[src/common/otc_pkg.sv]
// Constants, field layout and types for the termination controller
package otc_pkg;
  // Register byte offsets
  localparam logic [7:0] OFS_TIMING = 8'h00;
  localparam logic [7:0] OFS_MODE   = 8'h04;
  localparam logic [7:0] OFS_STATUS = 8'h08;

  // Timing register fields
  localparam int unsigned TIM_CWL_LSB   = 0;
  localparam int unsigned TIM_AL_LSB    = 5;
  localparam int unsigned TIM_PL_LSB    = 10;
  localparam int unsigned TIM_PRE2_BIT  = 13;
  localparam int unsigned TIM_CRC_BIT   = 14;
  localparam int unsigned TIM_BURST_LSB = 15;
  localparam logic [31:0] TIM_MASK      = 32'h0001_ffff;
  localparam logic [31:0] TIM_RST       = 32'h0000_0009;

  // Mode register copy fields
  localparam int unsigned MODE_NOM_LSB  = 0;
  localparam int unsigned MODE_WR_LSB   = 3;
  localparam int unsigned MODE_PARK_LSB = 5;
  localparam logic [31:0] MODE_MASK     = 32'h0000_00ff;
  localparam logic [31:0] MODE_RST      = 32'h0000_0000;

  // Status register fields
  localparam int unsigned ST_SEL_LSB = 0;
  localparam int unsigned ST_EN_BIT  = 2;
  localparam int unsigned ST_PIN_BIT = 3;
  localparam int unsigned ST_RD_BIT  = 4;
  localparam int unsigned ST_WR_BIT  = 5;
  localparam int unsigned ST_WL_LSB  = 8;

  // Latency arithmetic
  localparam int unsigned LAT_W     = 7;
  localparam int unsigned WIN_W     = 4;
  localparam int unsigned DLY_W     = 2;
  localparam int unsigned DLY_DEPTH = 127;
  localparam logic [LAT_W-1:0] PRE1_SUB = 7'h02;
  localparam logic [LAT_W-1:0] PRE2_SUB = 7'h03;
  localparam logic [LAT_W-1:0] PIN_PATH = 7'h02;
  localparam logic [LAT_W-1:0] CMD_PATH = 7'h00;

  // Window lengths in cycles
  localparam logic [WIN_W-1:0] LEN_CHOP4    = 4'h4;
  localparam logic [WIN_W-1:0] LEN_BURST8   = 4'h6;
  localparam logic [WIN_W-1:0] WR4_CRC_ADD  = 4'h3;
  localparam logic [WIN_W-1:0] WR8_CRC_ADD  = 4'h1;
  localparam logic [WIN_W-1:0] RD_CRC_ADD   = 4'h1;
  localparam logic [WIN_W-1:0] PRE2_ADD     = 4'h1;

  typedef enum logic [1:0] {
    BURST_FIXED8,
    BURST_FIXED4,
    BURST_OTF,
    BURST_RSVD
  } otc_burst_type;

  typedef enum logic [1:0] {
    TERM_OFF,
    TERM_PARK,
    TERM_NOM,
    TERM_WR
  } otc_term_type;
endpackage

[src/verilog/otc_term_ctrl.sv]
// On-die termination selection and timing with an APB register file
`timescale 1ns/1ps
// Summary of operation
// - Synchronous termination timing while DLL locked
// - Nominal follows sampled pin after latency
// - One-cycle preamble pin latency is WL-2
// - Two-cycle preamble pin latency is WL-3
// - Read turns termination off after latency
// - Park returns after read window closes
// - No termination while driving read data
// - Dynamic write termination when write value nonzero
// - Values from mode register fields
// - Idle: nominal by pin, park when low
// - Write selects write termination after latency
// - Write termination drops after burst window
// - Write release adjusted by CRC, preamble
// - Read beats write beats nominal beats park
// - Pin ignored when nominal zero or self-refresh
// - Self-refresh forces all termination off
module otc_term_ctrl
  import otc_pkg::*;
(
  // Clock and reset
  input  wire logic        pclk,
  input  wire logic        presetn,
  // APB slave
  input  wire logic        psel,
  input  wire logic        penable,
  input  wire logic        pwrite,
  input  wire logic [7:0]  paddr,
  input  wire logic [31:0] pwdata,
  output logic      [31:0] prdata,
  output logic             pready,
  output logic             pslverr,
  // Command decode and device state
  input  wire logic        cmd_read,
  input  wire logic        cmd_write,
  input  wire logic        cmd_chop4,
  input  wire logic        dll_locked,
  input  wire logic        self_refresh,
  // Termination pin from the controller
  input  wire logic        termination_control_pin,
  // Termination to the pad
  output otc_term_type     term_sel,
  output logic      [2:0]  term_value,
  output logic             term_enable
);
  // Registers and their next values
  logic [31:0]   timing_r;
  logic [31:0]   timing_nxt;
  logic [31:0]   mode_r;
  logic [31:0]   mode_nxt;
  logic [31:0]   prdata_r;
  logic [31:0]   prdata_nxt;
  logic          pin_s1_r;
  logic          pin_s2_r;
  otc_term_type  term_sel_r;
  otc_term_type  term_sel_nxt;
  logic [2:0]    term_val_r;
  logic [2:0]    term_val_nxt;
  logic          term_en_r;
  logic          term_en_nxt;

  // Decoded fields
  logic [4:0]       cwl;
  logic [4:0]       add_lat;
  logic [2:0]       par_lat;
  logic             pre2;
  logic             crc_en;
  otc_burst_type    burst;
  logic [2:0]       nom_val;
  logic [1:0]       wr_val;
  logic [2:0]       park_val;
  logic             dyn_en;
  logic             nom_ok;

  // Latencies and windows
  logic [LAT_W-1:0] wl_lat;
  logic [LAT_W-1:0] base_lat;
  logic [LAT_W-1:0] pin_dly;
  logic [LAT_W-1:0] cmd_dly;
  logic             rd_chop;
  logic             wr_chop;
  logic [DLY_W-1:0] pin_q;
  logic [DLY_W-1:0] rd_q;
  logic [DLY_W-1:0] wr_q;
  logic [WIN_W-1:0] rd_len;
  logic [WIN_W-1:0] wr_len;
  logic             rd_act;
  logic             wr_act;
  logic             wr_start;

  // APB decode
  logic             acc;
  logic             hit;

  // Chooses the window length for chop or full burst
  function automatic logic [WIN_W-1:0] win_len(
    input logic             chop,
    input logic [WIN_W-1:0] l4,
    input logic [WIN_W-1:0] l8
  );
    win_len = chop ? l4 : l8;
  endfunction

  // Per-command chop decision; fixed modes override the command bit
  function automatic logic is_chop(
    input otc_burst_type b,
    input logic          otf_chop
  );
    is_chop = (b == BURST_FIXED4) || ((b == BURST_OTF) && otf_chop);
  endfunction

  // Field extraction
  assign cwl      = timing_r[TIM_CWL_LSB +: 5];
  assign add_lat  = timing_r[TIM_AL_LSB +: 5];
  assign par_lat  = timing_r[TIM_PL_LSB +: 3];
  assign pre2     = timing_r[TIM_PRE2_BIT];
  assign crc_en   = timing_r[TIM_CRC_BIT];
  assign burst    = otc_burst_type'(timing_r[TIM_BURST_LSB +: 2]);
  assign nom_val  = mode_r[MODE_NOM_LSB +: 3];
  assign wr_val   = mode_r[MODE_WR_LSB +: 2];
  assign park_val = mode_r[MODE_PARK_LSB +: 3];
  assign dyn_en   = wr_val[0] | wr_val[1];

  // Pin counts only with a locked DLL, nominal set, no self-refresh
  assign nom_ok = dll_locked && !self_refresh && (nom_val != '0);

  // Write latency and the shared turn-on base
  assign wl_lat   = LAT_W'(cwl) + LAT_W'(add_lat) + LAT_W'(par_lat);
  assign base_lat = wl_lat - (pre2 ? PRE2_SUB : PRE1_SUB);
  // Synchroniser stages and output register eat part of the latency
  assign pin_dly  = base_lat - PIN_PATH;
  assign cmd_dly  = base_lat - CMD_PATH;

  // Two-flop synchroniser; stage one feeds only stage two
  always_ff @(posedge pclk or negedge presetn) begin
    if (!presetn) begin
      pin_s1_r <= 1'b0;
      pin_s2_r <= 1'b0;
    end else begin
      pin_s1_r <= termination_control_pin;
      pin_s2_r <= pin_s1_r;
    end
  end

  // Same delay for on and off, so the pin level itself is delayed
  otc_delay_line u_pin_dly (
    .pclk    (pclk),
    .presetn (presetn),
    .din     ({1'b0, pin_s2_r}),
    .dly     (pin_dly),
    .q       (pin_q)
  );

  assign rd_chop = is_chop(burst, cmd_chop4);
  assign wr_chop = is_chop(burst, cmd_chop4);

  // Read and write pulses carry their chop flag down the line
  otc_delay_line u_rd_dly (
    .pclk    (pclk),
    .presetn (presetn),
    .din     ({rd_chop, cmd_read}),
    .dly     (cmd_dly),
    .q       (rd_q)
  );

  otc_delay_line u_wr_dly (
    .pclk    (pclk),
    .presetn (presetn),
    .din     ({wr_chop, cmd_write}),
    .dly     (cmd_dly),
    .q       (wr_q)
  );

  // Read disable window, widened by preamble and CRC
  assign rd_len = win_len(rd_q[1], LEN_CHOP4, LEN_BURST8)
                + (pre2 ? PRE2_ADD : 4'h0)
                + (crc_en ? RD_CRC_ADD : 4'h0);

  // Write window from the dynamic latency table
  assign wr_len = win_len(wr_q[1],
                          LEN_CHOP4 + (crc_en ? WR4_CRC_ADD : 4'h0),
                          LEN_BURST8 + (crc_en ? WR8_CRC_ADD : 4'h0))
                + (pre2 ? PRE2_ADD : 4'h0);

  // Dynamic mode gates writes at the switch point
  assign wr_start = wr_q[0] && dyn_en;

  otc_window u_rd_win (
    .pclk    (pclk),
    .presetn (presetn),
    .start   (rd_q[0]),
    .len     (rd_len),
    .active  (rd_act)
  );

  otc_window u_wr_win (
    .pclk    (pclk),
    .presetn (presetn),
    .start   (wr_start),
    .len     (wr_len),
    .active  (wr_act)
  );

  // Termination priority; read window covers postamble before restore
  always_comb begin
    term_sel_nxt = TERM_OFF;
    term_val_nxt = 3'h0;
    if (self_refresh) begin
      term_sel_nxt = TERM_OFF;
    end else if (rd_act) begin
      term_sel_nxt = TERM_OFF;
    end else if (wr_act) begin
      term_sel_nxt = TERM_WR;
      term_val_nxt = {1'b0, wr_val};
    end else if (pin_q[0] && nom_ok) begin
      term_sel_nxt = TERM_NOM;
      term_val_nxt = nom_val;
    end else if (park_val != '0) begin
      term_sel_nxt = TERM_PARK;
      term_val_nxt = park_val;
    end
    term_en_nxt = (term_sel_nxt != TERM_OFF);
  end

  always_ff @(posedge pclk or negedge presetn) begin
    if (!presetn) begin
      term_sel_r <= TERM_OFF;
      term_val_r <= 3'h0;
      term_en_r  <= 1'b0;
    end else begin
      term_sel_r <= term_sel_nxt;
      term_val_r <= term_val_nxt;
      term_en_r  <= term_en_nxt;
    end
  end

  assign term_sel    = term_sel_r;
  assign term_value  = term_val_r;
  assign term_enable = term_en_r;

  // APB: zero wait states, read data staged in the setup cycle
  assign acc = psel && penable;
  assign hit = (paddr == OFS_TIMING) || (paddr == OFS_MODE) ||
               (paddr == OFS_STATUS);

  always_comb begin
    timing_nxt = timing_r;
    mode_nxt   = mode_r;
    prdata_nxt = prdata_r;
    if (acc && pwrite && (paddr == OFS_TIMING)) begin
      timing_nxt = pwdata & TIM_MASK;
    end
    if (acc && pwrite && (paddr == OFS_MODE)) begin
      mode_nxt = pwdata & MODE_MASK;
    end
    if (psel && !penable && !pwrite) begin
      prdata_nxt = 32'h0000_0000;
      case (paddr)
        OFS_TIMING: prdata_nxt = timing_r;
        OFS_MODE:   prdata_nxt = mode_r;
        OFS_STATUS: begin
          prdata_nxt[ST_SEL_LSB +: 2]  = term_sel_r;
          prdata_nxt[ST_EN_BIT]        = term_en_r;
          prdata_nxt[ST_PIN_BIT]       = pin_s2_r;
          prdata_nxt[ST_RD_BIT]        = rd_act;
          prdata_nxt[ST_WR_BIT]        = wr_act;
          prdata_nxt[ST_WL_LSB +: LAT_W] = wl_lat;
        end
        default: prdata_nxt = 32'h0000_0000;
      endcase
    end
  end

  always_ff @(posedge pclk or negedge presetn) begin
    if (!presetn) begin
      timing_r <= TIM_RST;
      mode_r   <= MODE_RST;
      prdata_r <= 32'h0000_0000;
    end else begin
      timing_r <= timing_nxt;
      mode_r   <= mode_nxt;
      prdata_r <= prdata_nxt;
    end
  end

  assign prdata  = prdata_r;
  assign pready  = 1'b1;
  // Unmapped addresses answer with an error, writes there are dropped
  assign pslverr = acc && !hit;
endmodule

[src/verilog/otc_delay_line.sv]
// Tapped shift line delaying a small word by a programmable count
`timescale 1ns/1ps
module otc_delay_line
  import otc_pkg::*;
(
  // Clock and reset
  input  wire logic             pclk,
  input  wire logic             presetn,
  // Data in and tap select
  input  wire logic [DLY_W-1:0] din,
  input  wire logic [LAT_W-1:0] dly,
  // Delayed data
  output logic      [DLY_W-1:0] q
);
  logic [DLY_W-1:0] line_r [DLY_DEPTH];
  logic [DLY_W-1:0] line_nxt [DLY_DEPTH];
  logic [DLY_W-1:0] q_r;
  logic [DLY_W-1:0] q_nxt;

  // Shift by one each cycle; tap 0 is the live input
  always_comb begin
    line_nxt[0] = din;
    for (int i = 1; i < DLY_DEPTH; i++) begin
      line_nxt[i] = line_r[i-1];
    end
    // Count of 1 taps the input, so total delay equals dly
    if (dly == '0) begin
      q_nxt = din;
    end else if (dly == 7'h01) begin
      q_nxt = din;
    end else begin
      q_nxt = line_r[dly - 7'h02];
    end
  end

  always_ff @(posedge pclk or negedge presetn) begin
    if (!presetn) begin
      for (int i = 0; i < DLY_DEPTH; i++) begin
        line_r[i] <= '0;
      end
      q_r <= '0;
    end else begin
      line_r <= line_nxt;
      q_r    <= q_nxt;
    end
  end

  assign q = q_r;
endmodule

[src/verilog/otc_window.sv]
// Retriggerable window timer, active from the start pulse for len cycles
`timescale 1ns/1ps
module otc_window
  import otc_pkg::*;
(
  // Clock and reset
  input  wire logic             pclk,
  input  wire logic             presetn,
  // Start and length
  input  wire logic             start,
  input  wire logic [WIN_W-1:0] len,
  // Window state
  output logic                  active
);
  logic [WIN_W-1:0] cnt_r;
  logic [WIN_W-1:0] cnt_nxt;

  // Restart on every start so back to back bursts merge
  always_comb begin
    cnt_nxt = cnt_r;
    if (start) begin
      cnt_nxt = len - 4'h1;
    end else if (cnt_r != '0) begin
      cnt_nxt = cnt_r - 4'h1;
    end
  end

  always_ff @(posedge pclk or negedge presetn) begin
    if (!presetn) begin
      cnt_r <= '0;
    end else begin
      cnt_r <= cnt_nxt;
    end
  end

  // Start counts as the first cycle to save a register stage
  assign active = start | (cnt_r != '0);
endmodule

[config.mk]
export PLATFORM = sky130hd
export DESIGN_NAME = otc_term_ctrl
export DESIGN_NICKNAME = d
export VERILOG_FILES = /design/src/common/otc_pkg.sv /design/src/verilog/otc_term_ctrl.sv /design/src/verilog/otc_delay_line.sv /design/src/verilog/otc_window.sv
export SDC_FILE = /design/constraint.sdc
export NUM_CORES = 1
export LEC_CHECK = 0
export ABC_AREA = 0
export ABC_CLOCK_PERIOD_IN_PS = 5700
export BUFFER_PORTS_ARGS = -buffer_cell sky130_fd_sc_hd__clkbuf_2
export CORE_ASPECT_RATIO = 0.75
export CORE_MARGIN = 4
export CORE_UTILIZATION = 44
export DETAILED_ROUTE_END_ITERATION = 10
export GPL_ROUTABILITY_DRIVEN = 1
export PLACE_DENSITY = 0.7
export SYNTH_ARGS = -nofsm -noshare
export SYNTH_HDL_FRONTEND = slang
export SYNTH_SLANG_ARGS = --single-unit
[constraint.sdc]
create_clock -name pclk -period 5.7 [get_ports pclk]
set_clock_uncertainty 0.15 [all_clocks]
set_input_delay 0.855 -clock pclk [delete_from_list [all_inputs] [get_ports pclk]]
set_output_delay 0.855 -clock pclk [all_outputs]
set_load 0.005 [all_outputs]
==> results.cfg <==
[run_status]
status = finished, final reports clean

[timing]
relSlewSlack_pct = 31.6
post-route-period-util_pct = 90.4
unrepaired_setup_endpoints_after_global_routing = false
final_hold_viol_count = 0
final-setup-viol-count = 0
max_freq_mhz = 194
setup-tns-final_ns = 0
finalMaxSlewViolations = 0
period_minus_slack_ns = 5.15
timing_worst_slew_pin_value_ns = 1.02

[final_layout]
fin_nets = 1278
num_antenna_cells = 0
final_instance_count_without_filler_cells = 1838
post_route_cells_drive_above_1_share_pct = 28.1
syn_to_final_growth_pct = 13.5

[pwr]
power.leakage_uw = 0.0110
power.share.sequential_pct = 47.6
comb_power_share_pct = 13.2
proportion_of_power_drawn_by_the_clock_network_pct = 39.2
p_switching_uw = 2210
p_int_uw = 6710
cellPowerDensity_nw_per_um2 = 385
peakVddDrop_mv = 0.249
p_sw_share_pct = 24.8

[die]
die_height_um = 194
initial_standard_cell_utilization_of_the_core_pct = 44.4
core-area_um2 = 45900
io-pin-count = 91
floorplan.die.width_um = 257
die_area_um2 = 49900
core.rowCount = 68

[critical_path]
crit_path_start_kind = flip-flop
worst_setup_path_end_kind = flip-flop
startpoint = timing_r[0]
crit_type = reg -> reg
critical_path_required_ns = 6.00
r2r_start = timing_r[0]
crit_fanout = 12
worstPathArrival_ns = 5.45

[global_routing]
grt_start_max_net_pins = 153
global_route.overflow_total = 0
antenna_found_initial = 0
global_route.usage.total_pct = 15.5
grt_pass1_wl_um = 61800
first_global_vias = 10800

[clock_tree]
cts.hold.buffers_added = 0
numCtsBuffers = 50
post-cts-setup-buffer-count = 0
tritoncts = built
clock-root-buffer = sky130_fd_sc_hd__clkbuf_16
h_tree_depth = 2
post_cts.resized_instances = 0
insertion_delay_ns = 0.58
clk_transition_reported_paths_ns = 0.07
clock_tree.buffer_depth = 3
tritoncts_sinks = 570

[detailed_routing]
drtPass1Iterations = 7
vias = 9874
drt.antenna.violating_nets = 0
dr.first_iter.drc_count = 741
wire_per_inst_um = 20.3
post-route-drc-count = 0
viasPerCell = 5.37
finalWirelength_um = 37400

[yosys]
post_synthesis_sequential_area_ratio_pct = 69.9
postSynthRegisterBits = 570
synthCells = 1124
synth-edff-count = 0
synthesis.area_um2 = 20400
async_flop_share_pct = 100
leading_register_cell_type_out_of_synthesis = sky130_fd_sc_hd__dfrtp_1
synth-warning-count = 0
synthesized_area_per_cell_um2 = 18.1
netlist-cell-type-count = 60

[worst_hold_path]
hold_path_class = in -> async

[placed_design]
io_buffers = 59
gpl.final_weighted_congestion = 0.817
dp.final_hpwl_um = 23400
placed_cells = 1748

[job]
max_cap_violations = 0
-- cell usage after synthesis (2+ instances only) --
master	instances	area (um^2)
sky130_fd_sc_hd__dfstp_2	2	52.6
sky130_fd_sc_hd__nand2_1	36	135
sky130_fd_sc_hd__o21ai_0	19	95.1
sky130_fd_sc_hd__o31ai_1	5	37.5
sky130_fd_sc_hd__fa_1	4	80.1
sky130_fd_sc_hd__xnor3_1	3	67.6
sky130_fd_sc_hd__o21ai_1	2	10.0
sky130_fd_sc_hd__xor2_1	3	26.3
sky130_fd_sc_hd__mux2i_1	32	320
sky130_fd_sc_hd__a21o_1	2	15.0
sky130_fd_sc_hd__and2_1	2	12.5
sky130_fd_sc_hd__nor2b_1	9	56.3
sky130_fd_sc_hd__xnor2_1	9	78.8
sky130_fd_sc_hd__buf_1	10	37.5
sky130_fd_sc_hd__a32oi_1	2	17.5
sky130_fd_sc_hd__nor3b_1	3	22.5
sky130_fd_sc_hd__conb_1	2	7.51
sky130_fd_sc_hd__nand4_1	5	31.3
sky130_fd_sc_hd__inv_1	29	109
sky130_fd_sc_hd__mux4_2	151	3400
sky130_fd_sc_hd__nor2_1	42	158
sky130_fd_sc_hd__buf_4	20	150
sky130_fd_sc_hd__a2111oi_0	2	17.5
sky130_fd_sc_hd__nor3_1	11	55.1
sky130_fd_sc_hd__o22ai_1	2	12.5
sky130_fd_sc_hd__a31oi_1	2	12.5
sky130_fd_sc_hd__nand3_1	12	60.1
sky130_fd_sc_hd__a22o_1	3	26.3
sky130_fd_sc_hd__or3_1	3	18.8
sky130_fd_sc_hd__clkbuf_1	28	105
sky130_fd_sc_hd__mux2_2	21	236
sky130_fd_sc_hd__a21oi_1	16	80.1
sky130_fd_sc_hd__buf_2	7	35.0
sky130_fd_sc_hd__a22oi_1	2	15.0
sky130_fd_sc_hd__and4_1	2	17.5
sky130_fd_sc_hd__dfrtp_1	568	14200
sky130_fd_sc_hd__ha_1	18	225
sky130_fd_sc_hd__a211oi_1	4	30.0
sky130_fd_sc_hd__a221oi_1	10	87.6
-- layout by cell type, fill, tap and decap left out, types with 4 or more instances in the layout --
cell type	count
sky130_fd_sc_hd__a21oi_1	16
sky130_fd_sc_hd__nand4_1	5
sky130_fd_sc_hd__nand3_1	12
sky130_fd_sc_hd__xnor2_1	9
sky130_fd_sc_hd__o21ai_0	19
sky130_fd_sc_hd__mux4_2	151
sky130_fd_sc_hd__o31ai_1	5
sky130_fd_sc_hd__mux2_2	21
sky130_fd_sc_hd__nand2_1	36
sky130_fd_sc_hd__clkbuf_2	58
sky130_fd_sc_hd__a221oi_1	10
sky130_fd_sc_hd__buf_4	15
sky130_fd_sc_hd__clkbuf_16	51
sky130_fd_sc_hd__clkbuf_8	12
sky130_fd_sc_hd__nor3_1	11
sky130_fd_sc_hd__buf_12	6
sky130_fd_sc_hd__nor2_1	42
sky130_fd_sc_hd__clkbuf_1	6
sky130_fd_sc_hd__conb_1	16
sky130_fd_sc_hd__clkinv_2	12
sky130_fd_sc_hd__inv_1	29
sky130_fd_sc_hd__fa_1	4
sky130_fd_sc_hd__bufinv_16	5
sky130_fd_sc_hd__nor2b_1	9
sky130_fd_sc_hd__a211oi_1	4
sky130_fd_sc_hd__mux2i_1	32
sky130_fd_sc_hd__ha_1	16
sky130_fd_sc_hd__dfrtp_1	568
-- stage by stage --
stage | hold WS [ns] | worst slack [ns] | total power [uW] | cell area, um^2 | utilization [%]
floorplan | 0.181 | 0.560 | 5120 | 20400 | -
global placement | 0.193 | 0.525 | 5490 | 21400 | 46.6
detailed placement | 0.196 | 0.475 | 5510 | 21400 | 46.6
CTS | 0.130 | 0.462 | 9040 | 23100 | 50.4
global route | 0.158 | 0.154 | 9330 | 23100 | 50.4
finish | 0.123 | 0.546 | 8920 | 23100 | 50.4
-- sequential cells by signal, indices dropped and copies added, names as in the netlist, 2 cells and up --
| name | cells |
|---|---|
| mode_r | 8 |
| u_rd_win.cnt_r | 4 |
| u_rd_dly.line_r | 2 |
| term_value | 3 |
| prdata | 17 |
| u_rd_dly.q | 2 |
| u_rd_dly.line_nxt | 252 |
| u_pin_dly.line_nxt | 126 |
| u_wr_dly.line_nxt | 126 |
| u_wr_win.cnt_r | 4 |
| timing_r | 17 |
| term_sel | 2 |
-- routing by layer --
layer  track usage, %  wire length, um
met1             24.6            18200
met2             22.1            16700
met3             3.44             1840
met4             3.80              704
met5                0                0
-- cells by family (layout without fill, tap and decap cells) --
logic type,after synthesis,after routing,share of synthesized area [%]
AO/OA/AOI/OAI,79,79,2.61
XOR/XNOR,19,19,1.24
adder cells (fa/ha/maj),22,22,1.50
buffers and inverters,95,200,2.16
flip-flops,570,570,69.9
multiplexers,204,204,19.4
other,2,16,0.0368
AND/OR/NAND/NOR,133,133,3.11
-- power by group through the flow --
stage,clock network (uW),registers [uW],logic [uW]
after global routing,3770,4250,1300
after CTS,3590,4240,1200
after detailed placement,0,4320,1200
after floorplan,0,4270,847
final,3490,4240,1180
after global placement,0,4310,1180
-- worst max-delay path, stage by stage, from the launching register on --
cell and delay (ns):
sky130_fd_sc_hd__dfstp_2 0.53, sky130_fd_sc_hd__inv_1 0.07, sky130_fd_sc_hd__fa_1 0.41, sky130_fd_sc_hd__inv_1 0.07
sky130_fd_sc_hd__ha_1 0.17, sky130_fd_sc_hd__inv_1 0.07, sky130_fd_sc_hd__fa_1 0.62, sky130_fd_sc_hd__xor2_1 0.21
sky130_fd_sc_hd__inv_1 0.08, sky130_fd_sc_hd__ha_1 0.22, sky130_fd_sc_hd__xnor3_1 0.20, sky130_fd_sc_hd__o21ai_0 0.14
sky130_fd_sc_hd__and2_1 0.71, sky130_fd_sc_hd__buf_4 0.34, sky130_fd_sc_hd__mux4_2 0.53, sky130_fd_sc_hd__mux2i_1 0.14
sky130_fd_sc_hd__nand3_1 0.12, sky130_fd_sc_hd__o311ai_1 0.15, sky130_fd_sc_hd__a211oi_1 0.08
-- path summary, 6_finish.rpt --
check / end / slack (ns) / cells after the start
worst max-delay path: u_rd_dly.q[1] / 0.55 / 18
worst min-delay path: u_pin_dly.line_nxt[54] / 0.12 / 1
worst max register to register: u_rd_dly.q[1] / 0.55 / 18
worst min register to register: pin_s2_r / 0.21 / 0
max in group asynchronous: u_pin_dly.line_nxt[244] / 4.09 / 2
min in group pclk: pin_s2_r / 0.21 / 0
-- final cells by class --
type | instances | area (um^2)
fill | 3668 | 22800
clock inverter | 21 | 254
sequential | 570 | 14300
clock buffer | 69 | 1460
tap | 595 | 744
inverter | 30 | 113
multi-input combinational | 473 | 5770
timing repair buffer | 80 | 538
No activity file was read; power rests on OpenSTA's default activity.
